--- src/inc/sfp_regs.vh ---
// constants for the multi-lane serial flash pin front end
// assumes inclusion by bare name from design files
`ifndef SFP_REGS_VH
`define SFP_REGS_VH
// lane width codes for one phase
`define SFP_W_SINGLE   2'h0
`define SFP_W_DUAL     2'h1
`define SFP_W_QUAD     2'h2
// erase granularity codes
`define SFP_ER_SECTOR  2'h0
`define SFP_ER_HALF    2'h1
`define SFP_ER_BLOCK   2'h2
`define SFP_ER_CHIP    2'h3
// address bits below each erase unit (4K, 32K, 64K)
`define SFP_SECTOR_AW  12
`define SFP_HALF_AW    15
`define SFP_BLOCK_AW   16
// smallest wrap window in bytes, doubled per wrap code step
`define SFP_WRAP_MIN   24'h000008
`define SFP_PAGE_BYTES 9'h100
`define SFP_SECREG_NUM 3
`define SFP_SECREG_AW  10
// reset pulse time and clock period, both in ns
`define SFP_TRESET_NS  1000
`define SFP_MCLK_NS    8
// reset values of synchronised pins and protect fields
`define SFP_PIN_RST    6'h00
`define SFP_PROT_RST   7'h00
`endif

--- src/design/sfp_fifo.v ---
// small fifo with valid/ready on both ends and a registered output word
// assumes one clock and an asynchronous active-high reset
`timescale 1ns/1ps
`default_nettype none
module sfp_fifo #(
    parameter W     = 9,
    parameter DEPTH = 4,
    parameter AW    = 2
) (
    input  wire         mclk,      // clock
    input  wire         rst,       // async reset, high
    input  wire [W-1:0] in_data,   // word to store
    input  wire         in_valid,  // word offered
    output wire         in_ready,  // room for a word
    output reg  [W-1:0] out_data,  // head word
    output reg          out_valid, // head word present
    input  wire         out_ready  // consumer takes head
);
    reg [W-1:0]  mem [0:DEPTH-1];
    reg [AW-1:0] wptr_q;
    reg [AW-1:0] rptr_q;
    reg [AW:0]   cnt_q;
    wire         push;
    wire         pop;

    assign in_ready = (cnt_q != DEPTH[AW:0]);
    assign push     = in_valid & in_ready;
    // refill the output register whenever it is empty or being taken
    assign pop      = (cnt_q != {(AW+1){1'b0}}) & (~out_valid | out_ready);

    always @(posedge mclk) begin
        if (push) begin
            mem[wptr_q] <= in_data;
        end
    end

    always @(posedge mclk or posedge rst) begin
        if (rst) begin
            wptr_q    <= {AW{1'b0}};
            rptr_q    <= {AW{1'b0}};
            cnt_q     <= {(AW+1){1'b0}};
            out_data  <= {W{1'b0}};
            out_valid <= 1'b0;
        end else begin
            if (push) begin
                wptr_q <= wptr_q + 1'b1;
            end
            if (pop) begin
                rptr_q    <= rptr_q + 1'b1;
                out_data  <= mem[rptr_q];
                out_valid <= 1'b1;
            end else if (out_ready) begin
                out_valid <= 1'b0;
            end
            if (push & ~pop) begin
                cnt_q <= cnt_q + 1'b1;
            end else if (pop & ~push) begin
                cnt_q <= cnt_q - 1'b1;
            end
        end
    end
endmodule
`default_nettype wire

--- src/design/sfp_core.v ---
// pin front end of a multi-lane serial nor flash: framing, lanes, hold,
// reset pin, write-protect gating, byte assembly and address helpers
// assumes sclk, cs_n and lanes come from pins; command decode sits outside
`timescale 1ns/1ps
`default_nettype none
`include "sfp_regs.vh"
module sfp_core #(
    parameter         RESET_CYC = (`SFP_TRESET_NS + `SFP_MCLK_NS - 1)
                                  / `SFP_MCLK_NS,
    parameter [127:0] UNIQUE_ID = 128'h0123456789abcdef0f1e2d3c4b5a6978
    // unique id default is arbitrary
) (
    input  wire        mclk,              // 125 MHz clock
    input  wire        rst,               // async reset, high
    input  wire        sclk,              // serial clock pin
    input  wire        cs_n,              // chip select pin, low
    input  wire        lane_zero_i,       // lane 0 in (serial_in_line)
    output wire        lane_zero_o,       // lane 0 out
    output wire        lane_zero_oe,      // lane 0 driven
    input  wire        lane_one_i,        // lane 1 in
    output wire        lane_one_o,        // lane 1 out (single output)
    output wire        lane_one_oe,       // lane 1 driven
    input  wire        lane_two_i,        // lane 2 in / write-protect, low
    output wire        lane_two_o,        // lane 2 out
    output wire        lane_two_oe,       // lane 2 driven
    input  wire        lane_three_i,      // lane 3 in / hold or reset, low
    output wire        lane_three_o,      // lane 3 out
    output wire        lane_three_oe,     // lane 3 driven
    input  wire        quad_enable_bit,   // quad lanes enabled
    input  wire        pause_or_reset_select, // 1: lane 3 is reset pin
    input  wire        status_lock_mode,  // write-protect pin honoured
    input  wire        four_wire_instruction_mode, // instruction on 4 lanes
    input  wire        cont_read_mode,    // frames start with address
    input  wire        dtr_mode,          // both-edge transfer
    input  wire [1:0]  xfer_width,        // lane width after instruction
    input  wire        out_phase,         // device drives lanes now
    input  wire        prog_mode,         // frame carries program data
    output reg  [8:0]  rx_data,           // {instruction flag, byte}
    output reg         rx_valid,          // rx_data present
    input  wire        rx_ready,          // user takes rx_data
    output reg         rx_overrun,        // byte lost, fifo full
    input  wire [7:0]  tx_data,           // next byte to send
    input  wire        tx_valid,          // tx_data offered
    output wire        tx_ready,          // tx_data taken this cycle
    input  wire        addr_load,         // load read address
    input  wire [23:0] addr_in,           // start read address
    input  wire        wrap_enable,       // burst wrap on
    input  wire [1:0]  wrap_len,          // 0..3: 8,16,32,64 bytes
    output reg  [23:0] rd_addr,           // current read address
    input  wire [1:0]  erase_kind,        // erase unit code
    input  wire [23:0] erase_addr,        // any address in unit
    output reg  [23:0] erase_base,        // first address of unit
    input  wire [3:0]  uid_index,         // unique id byte index
    output reg  [7:0]  uid_byte,          // unique id byte
    input  wire [2:0]  secreg_lock,       // otp lock bits 3..1
    input  wire [23:0] secreg_addr,       // security register address
    output reg         secreg_write_ok,   // program/erase allowed
    input  wire        sr_wr_req,         // status write request
    input  wire [6:0]  sr_wr_data,        // new protect fields
    output reg  [6:0]  protect_fields,    // {cmp,sect,tbs,b2,b1,b0,rsv}
    output wire        sr_write_ok,       // status write allowed
    output reg         prog_overflow,     // data past one page dropped
    output reg         frame_active,      // selected and armed
    output reg         hw_reset           // reset pin fired, one pulse
);
    localparam RCW = 12;

    // 2-flop synchronisers: {cs_n, sclk, lane3..lane0}
    reg  [5:0]     pin_s1_q;
    reg  [5:0]     pin_s2_q;
    reg            sclk_p_q, cs_p_q, armed_q, first_q, rst_done_q;
    reg  [7:0]     in_sh_q, out_sh_q, in_sh_d;
    reg  [3:0]     in_cnt_q, out_cnt_q, lane_o_q, in_bits, lane_mask;
    reg  [8:0]     pbytes_q;
    reg  [RCW-1:0] rst_cnt_q;
    reg  [2:0]     w_in, w_out;
    wire           cs_s, sclk_s, rise, fall, selected, dual_std;
    wire           hold_en, hold_act, resetpin_en, in_ev, out_ev;
    wire           byte_done, keep_byte, push, fifo_in_ready, fifo_valid;
    wire [3:0]     lane_s, in_cnt_d;
    wire [1:0]     eff_w, phase_w;
    wire [8:0]     fifo_out;
    wire [7:0]     load_byte, out_src;

    // lanes moved per edge for a width code
    function [2:0] sfp_lanes;
        input [1:0] w;
        begin
            case (w)
                `SFP_W_DUAL: sfp_lanes = 3'h2;
                `SFP_W_QUAD: sfp_lanes = 3'h4;
                default:     sfp_lanes = 3'h1;
            endcase
        end
    endfunction

    // next burst address, wrapping inside an aligned window
    function [23:0] sfp_next_addr;
        input [23:0] a;
        input        en;
        input [1:0]  len;
        reg   [23:0] m;
        begin
            m = (`SFP_WRAP_MIN << len) - 24'h000001;
            if (en) begin
                sfp_next_addr = (a & ~m) | ((a + 24'h000001) & m);
            end else begin
                sfp_next_addr = a + 24'h000001;
            end
        end
    endfunction

    assign cs_s   = pin_s2_q[5];
    assign sclk_s = pin_s2_q[4];
    assign lane_s = pin_s2_q[3:0];
    assign rise   = sclk_s & ~sclk_p_q;
    assign fall   = ~sclk_s & sclk_p_q;

    // pins keep their side functions only outside quad and four-wire use
    assign dual_std    = ~quad_enable_bit
                         & ~four_wire_instruction_mode;
    assign hold_en     = dual_std & ~pause_or_reset_select;
    assign resetpin_en = dual_std & pause_or_reset_select;
    assign selected    = armed_q & ~cs_s;
    assign hold_act    = hold_en & ~lane_s[3] & ~cs_s;

    // ddr moves data on both edges; single rate in on rise, out on fall
    assign in_ev  = selected & ~hold_act & (rise | (dtr_mode & fall));
    assign out_ev = selected & ~hold_act & out_phase
                    & (fall | (dtr_mode & rise));

    // quad widths need the pins freed from protect and hold duty
    assign eff_w = (xfer_width == `SFP_W_QUAD && dual_std) ?
                   `SFP_W_DUAL : xfer_width;
    assign phase_w = (first_q & ~cont_read_mode) ?
                     (four_wire_instruction_mode ? `SFP_W_QUAD
                                                 : `SFP_W_SINGLE)
                     : eff_w;

    always @* begin
        w_in    = sfp_lanes(phase_w);
        w_out   = sfp_lanes(eff_w);
        in_bits = lane_s;
        case (phase_w)
            `SFP_W_DUAL: in_sh_d = {in_sh_q[5:0], in_bits[1:0]};
            `SFP_W_QUAD: in_sh_d = {in_sh_q[3:0], in_bits};
            default:     in_sh_d = {in_sh_q[6:0], in_bits[0]};
        endcase
        case (eff_w)
            `SFP_W_DUAL: lane_mask = 4'h3;
            `SFP_W_QUAD: lane_mask = 4'hf;
            default:     lane_mask = 4'h2;
        endcase
    end

    assign in_cnt_d  = in_cnt_q + {1'b0, w_in};
    assign byte_done = in_ev & ~out_phase & (in_cnt_d >= 4'h8);
    // program data beyond one page is discarded, not stored
    assign keep_byte = ~(prog_mode & ~first_q
                         & (pbytes_q >= `SFP_PAGE_BYTES));
    assign push      = byte_done & keep_byte;

    // a new byte is fetched when the previous one is fully shifted
    assign tx_ready  = out_ev & (out_cnt_q == 4'h0);
    assign load_byte = tx_valid ? tx_data : 8'hff;
    assign out_src   = (out_cnt_q == 4'h0) ? load_byte : out_sh_q;

    always @(posedge mclk or posedge rst) begin
        if (rst) begin
            pin_s1_q   <= `SFP_PIN_RST;
            pin_s2_q   <= `SFP_PIN_RST;
            sclk_p_q   <= 1'b0;
            cs_p_q     <= 1'b0;
            armed_q    <= 1'b0;
            first_q    <= 1'b0;
            in_sh_q    <= 8'h00;
            in_cnt_q   <= 4'h0;
            out_sh_q   <= 8'hff;
            out_cnt_q  <= 4'h0;
            lane_o_q   <= 4'h0;
            pbytes_q   <= 9'h000;
            rst_cnt_q  <= {RCW{1'b0}};
            rst_done_q <= 1'b0;
            hw_reset   <= 1'b0;
            frame_active  <= 1'b0;
            prog_overflow <= 1'b0;
            rx_overrun    <= 1'b0;
        end else begin
            pin_s1_q <= {cs_n, sclk, lane_three_i, lane_two_i,
                         lane_one_i, lane_zero_i};
            pin_s2_q <= pin_s1_q;
            sclk_p_q <= sclk_s;
            cs_p_q   <= cs_s;
            hw_reset <= 1'b0;
            // reset pin: count low time, fire once per low period
            if (resetpin_en & ~lane_s[3]) begin
                if (rst_cnt_q < RESET_CYC[RCW-1:0]) begin
                    rst_cnt_q <= rst_cnt_q + 1'b1;
                end else if (~rst_done_q) begin
                    rst_done_q <= 1'b1;
                    hw_reset   <= 1'b1;
                end
            end else begin
                rst_cnt_q  <= {RCW{1'b0}};
                rst_done_q <= 1'b0;
            end
            // only a seen high-to-low select arms the interface
            if (cs_p_q & ~cs_s) begin
                armed_q <= 1'b1;
                first_q <= 1'b1;
            end
            if (cs_s | rst_done_q) begin
                in_cnt_q  <= 4'h0;
                out_cnt_q <= 4'h0;
                pbytes_q  <= 9'h000;
            end
            if (rst_done_q) begin
                armed_q <= 1'b0;
            end
            frame_active <= selected;
            if (~cs_p_q & cs_s) begin
                prog_overflow <= 1'b0;
                rx_overrun    <= 1'b0;
            end
            if (in_ev & ~out_phase) begin
                in_sh_q  <= in_sh_d;
                in_cnt_q <= byte_done ? 4'h0 : in_cnt_d;
            end
            if (byte_done) begin
                first_q <= 1'b0;
                if (prog_mode & ~first_q & keep_byte) begin
                    pbytes_q <= pbytes_q + 9'h001;
                end
                if (~keep_byte) begin
                    prog_overflow <= 1'b1;
                end
                if (push & ~fifo_in_ready) begin
                    rx_overrun <= 1'b1;
                end
            end
            // output bits change on the driving edge
            if (out_ev) begin
                case (eff_w)
                    `SFP_W_DUAL: begin
                        lane_o_q <= {2'b00, out_src[7:6]};
                        out_sh_q <= {out_src[5:0], 2'b11};
                    end
                    `SFP_W_QUAD: begin
                        lane_o_q <= out_src[7:4];
                        out_sh_q <= {out_src[3:0], 4'hf};
                    end
                    default: begin
                        lane_o_q <= {2'b00, out_src[7], 1'b0};
                        out_sh_q <= {out_src[6:0], 1'b1};
                    end
                endcase
                out_cnt_q <= ((out_cnt_q == 4'h0) ? 4'h8 : out_cnt_q)
                             - {1'b0, w_out};
            end
        end
    end

    // lanes float when deselected, on hold or outside an output phase
    assign lane_zero_o   = lane_o_q[0];
    assign lane_one_o    = lane_o_q[1];
    assign lane_two_o    = lane_o_q[2];
    assign lane_three_o  = lane_o_q[3];
    assign lane_zero_oe  = frame_active & selected & ~hold_act & out_phase
                           & lane_mask[0];
    assign lane_one_oe   = frame_active & selected & ~hold_act & out_phase
                           & lane_mask[1];
    assign lane_two_oe   = frame_active & selected & ~hold_act & out_phase
                           & lane_mask[2];
    assign lane_three_oe = frame_active & selected & ~hold_act & out_phase
                           & lane_mask[3];

    // the source cannot be stalled, so a full fifo shows as overrun
    sfp_fifo #(
        .W     (9),
        .DEPTH (4),
        .AW    (2)
    ) u_rx_fifo (
        .mclk      (mclk),
        .rst       (rst),
        .in_data   ({first_q & ~cont_read_mode, in_sh_d}),
        .in_valid  (push),
        .in_ready  (fifo_in_ready),
        .out_data  (fifo_out),
        .out_valid (fifo_valid),
        .out_ready (rx_ready | ~rx_valid)
    );

    // status write gate: hardware protect ignored in quad operation
    assign sr_write_ok = ~(status_lock_mode & ~lane_s[2] & dual_std);

    always @(posedge mclk or posedge rst) begin
        if (rst) begin
            rx_data         <= 9'h000;
            rx_valid        <= 1'b0;
            rd_addr         <= 24'h000000;
            erase_base      <= 24'h000000;
            uid_byte        <= 8'h00;
            secreg_write_ok <= 1'b0;
            protect_fields  <= `SFP_PROT_RST;
        end else begin
            if (rx_ready | ~rx_valid) begin
                rx_data  <= fifo_out;
                rx_valid <= fifo_valid;
            end
            if (addr_load) begin
                rd_addr <= addr_in;
            end else if (tx_ready) begin
                rd_addr <= sfp_next_addr(rd_addr, wrap_enable, wrap_len);
            end
            if (sr_wr_req & sr_write_ok) begin
                protect_fields <= sr_wr_data;
            end
            case (erase_kind)
                `SFP_ER_SECTOR: erase_base <= {erase_addr[23:`SFP_SECTOR_AW],
                                               12'h000};
                `SFP_ER_HALF:   erase_base <= {erase_addr[23:`SFP_HALF_AW],
                                               15'h0000};
                `SFP_ER_BLOCK:  erase_base <= {erase_addr[23:`SFP_BLOCK_AW],
                                               16'h0000};
                default:        erase_base <= 24'h000000;
            endcase
            uid_byte <= UNIQUE_ID[{uid_index, 3'b000} +: 8];
            // registers 1..3 at 4K steps; offsets above 1023 are invalid
            secreg_write_ok <= (secreg_addr[23:14] == 10'h000)
                & (secreg_addr[11:`SFP_SECREG_AW] == 2'h0)
                & (secreg_addr[13:12] != 2'h0)
                & ~secreg_lock[secreg_addr[13:12] - 2'h1];
        end
    end
endmodule
`default_nettype wire

--- config.mk ---
export PLATFORM = sky130hd
export DESIGN_NAME = sfp_core
export DESIGN_NICKNAME = d
export VERILOG_FILES = /design/src/design/sfp_fifo.v /design/src/design/sfp_core.v
export VERILOG_INCLUDE_DIRS = /design/src /design/src/inc
export SDC_FILE = /design/constraint.sdc
export NUM_CORES = 1
export LEC_CHECK = 0
export BUFFER_PORTS_ARGS = -buffer_cell sky130_fd_sc_hd__buf_2
export CELL_PAD_IN_SITES_DETAIL_PLACEMENT = 1
export CELL_PAD_IN_SITES_GLOBAL_PLACEMENT = 2
export CORE_UTILIZATION = 37
export DETAILED_ROUTE_END_ITERATION = 6
export PLACE_DENSITY_LB_ADDON = 0.1
export SYNTH_ARGS = -nofsm -noshare
export SYNTH_HDL_FRONTEND = slang
export SYNTH_SLANG_ARGS = --single-unit
--- constraint.sdc ---
create_clock -name mclk -period 15.4 [get_ports mclk]
set_clock_uncertainty 0.15 [all_clocks]
set_input_delay 4.62 -clock mclk [delete_from_list [all_inputs] [get_ports mclk]]
set_output_delay 4.62 -clock mclk [all_outputs]
set_load 0.02 [all_outputs]
==> metrics.yaml <==
synth_compound_area_share_pct: 9.52
fin_hold_ws_ps: 199
syn2layout_area_growth_pct: 19.8
avgViaCountPerCell: 5.17
drive_gt1_share_pct: 29.4
cts_resized: 0
yosys.area.top_type: "dfrtp_1"
fillerInstances: 2514
synth_warnings: 0
grt_overflow: 0
initial_core_util_pct: 37.8
core-area_sq_mm: 0.0226
cp-start-kind: "input pin"
power_leakage_nw: 4.65
power_density_mw_per_mm2: 128
fin_crit_sh_pct: 70.2
final_cell_area_sq_mm: 0.0103
placed_cell_area_sq_mm: 0.00966
synth-edff-count: 36
grt_usage_pct: 18.5
setup_tns_ps: 0
die_y_um: 154
end_kind: "primary output"
crit_type: "input pin to primary output"
clk_pin_slew_worst_paths_ps: 70
p_total_mw: 1.32
cell_internal_pwr_uw: 912
cts-htree-levels: 4
rsz0062_at_grt: "false"
drt_wl_total_mm: 21.0
arrival_ps: 6050
die_x_um: 154
grt_pass1_wl_mm: 34.7
yosysTopAreaCellShare_pct: 40.9
peakVddDrop_mv: 0.0792
synth_ff_type: "dfrtp_1"
comb_power_share_pct: 19.7
drtIter0Drc: 279
slowest_stage: "or4_1"
synthArstFlopShare_pct: 80.3
worstMarginPinSlew_ps: 1110
multiInputGateArea_sq_mm: 0.00348
fin_crit_ps: 10820
finalHoldViolCount: 0
synth_top_cells_by_area: "dfrtp_1, edfxtp_1, mux2_2"
ff2ff_setup_slack_ps: 11290
drcViolationCount: 0
cpMostUsedCell: "buf_2"
post_drt_wl_per_cell_um: 17.3
io_pins: 209
slew_violations: 0
routabilityCongestion: 0.771
place_inst: 1183
maxSlewHeadroom_pct: 26.0
synthXorXnorAreaFrac_pct: 3.07
via_count: 6290
crit_chain: "buf_2 -> or4_1 -> nand2_1 -> nor3_1 -> buf_2"
die-area_sq_mm: 0.0238
clock_power_share_pct: 33.5
drv_cap: 0
ant_nets: 0
clock_latency_ps: 440
synth_mux_area_share_pct: 7.62
setup_viol: 0
holdCritPathClass: "flip-flop to flip-flop"
power.switching_uw: 406
final_nets: 1063
synth_top_family_by_area: "simple AND/OR/NAND/NOR gates"
cts_root_buffer: "clkbuf_16"
final_cell_mix: "buf_2, dfrtp_1, nand2_1, nor2_1, o21ai_0"
hpwlAfterDp_mm: 15.3
clk_path_buf_depth: 2
syn_inst: 751
antenna_found_initial: 0
power.share.sequential_pct: 46.8
cts_setup_buffers: 0
switching_share_pct: 30.8
dr.pass1.iters: 4
maxClockFrequency_mhz: 92.5
synth-seq-cells: 183
final_cells: 1216
yosys.area_share.simple_pct: 16.0
syn_avg_cell_area_sq_um: 11.4
crit_fanout: 13
outcome: "finished, final reports clean"
numCtsBuffers: 17
grt_max_degree: 78
seq_area_frac_synth_pct: 55.7
final_common_cell: "buf_2"
grt_pass1_vias: 6693
synth_cell_types: 65
slowest_delay_ps: 570
io_buffers: 174
placementRows: 55
cts_sinks: 183
synth_area_sq_mm: 0.00857
cts-hold-fix-buffers: 0
synth-adder-area-share_pct: 3.91
cts_tree: "done"
worst-endpoint-required_ps: 10630
regArea_sq_mm: 0.00477
==> metrics by stage <==
stage	worst slack (ps)	utilization [%]
2_1_floorplan	4720	-
3_3_place_gp	4580	42.7
3_5_place_dp	4580	42.7
4_1_cts	4580	45.3
5_1_grt	4480	45.3
6_report	4580	45.3
==> power groups by stage <==
| stage | Sequential, mW | Combinational, mW | Clock, mW |
|---|---|---|---|
| floorplan | 0.634 | 0.168 | 0 |
| global placement | 0.623 | 0.255 | 0 |
| detailed placement | 0.627 | 0.263 | 0 |
| CTS | 0.619 | 0.265 | 0.456 |
| global route | 0.629 | 0.289 | 0.470 |
| finish | 0.617 | 0.260 | 0.442 |
==> worst paths after layout <==
kind,from,end,cells past startpoint
worst max-delay path,quad_enable_bit,tx_ready,5
worst min-delay path,pin_s1_q[1],pin_s2_q[1],0
worst min register to register,pin_s1_q[1],pin_s2_q[1],0
min in group asynchronous,rst,secreg_write_ok,2
worst max register to register,first_q,u_rx_fifo.cnt_q[2],15
max in group asynchronous,rst,in_cnt_q[2],3
==> routing by layer <==
metal	wire length, um	share of wire [%]	up-vias	GRT usage [%]
met2	10500	50	115	31.8
met3	718	3.4	15	4.17
li1	-	-	2975	-
met4	160	0.76	0	3.67
met5	0	0	-	0
met1	9580	46	3185	24.0
==> cell families (layout without fill, tap and decap cells) <==
kind of cell    count (synthesis)  count (layout)
fa+ha+maj                      25              25
simple gates                  264             264
xor+xnor                       30              30
flops                         183             183
mux                            50              50
other cells                     1              13
compound gates                117             117
buf+inv                        81             249
==> Yosys cell counts, types with 16 or more instances <==
master and instances:
ha_1 22, clkbuf_1 24, and2_1 16, edfxtp_1 36, dfrtp_1 140, o21ai_0 42
xnor2_1 17, nand3_1 20, nor2_1 43, nand2_1 89, inv_1 39, mux2_2 32
==> layout make-up <==
class                           count  share of cell area, %
Antenna cell                        1                 0.0244
Inverter                           39                   1.48
Multi-Input combinational cell    498                   33.9
Tap cell                          285                   3.47
Clock buffer                       17                   4.14
Clock inverter                     15                   1.72
Sequential cell                   183                   46.5
Timing Repair Buffer              178                   8.78
==> worst max-delay path, delay by kind of cell <==
kind	cells	cell delay, ps
buffers and inverters	2	320
AND/OR/NAND/NOR	3	1090
(Power assumes the default switching activity.)
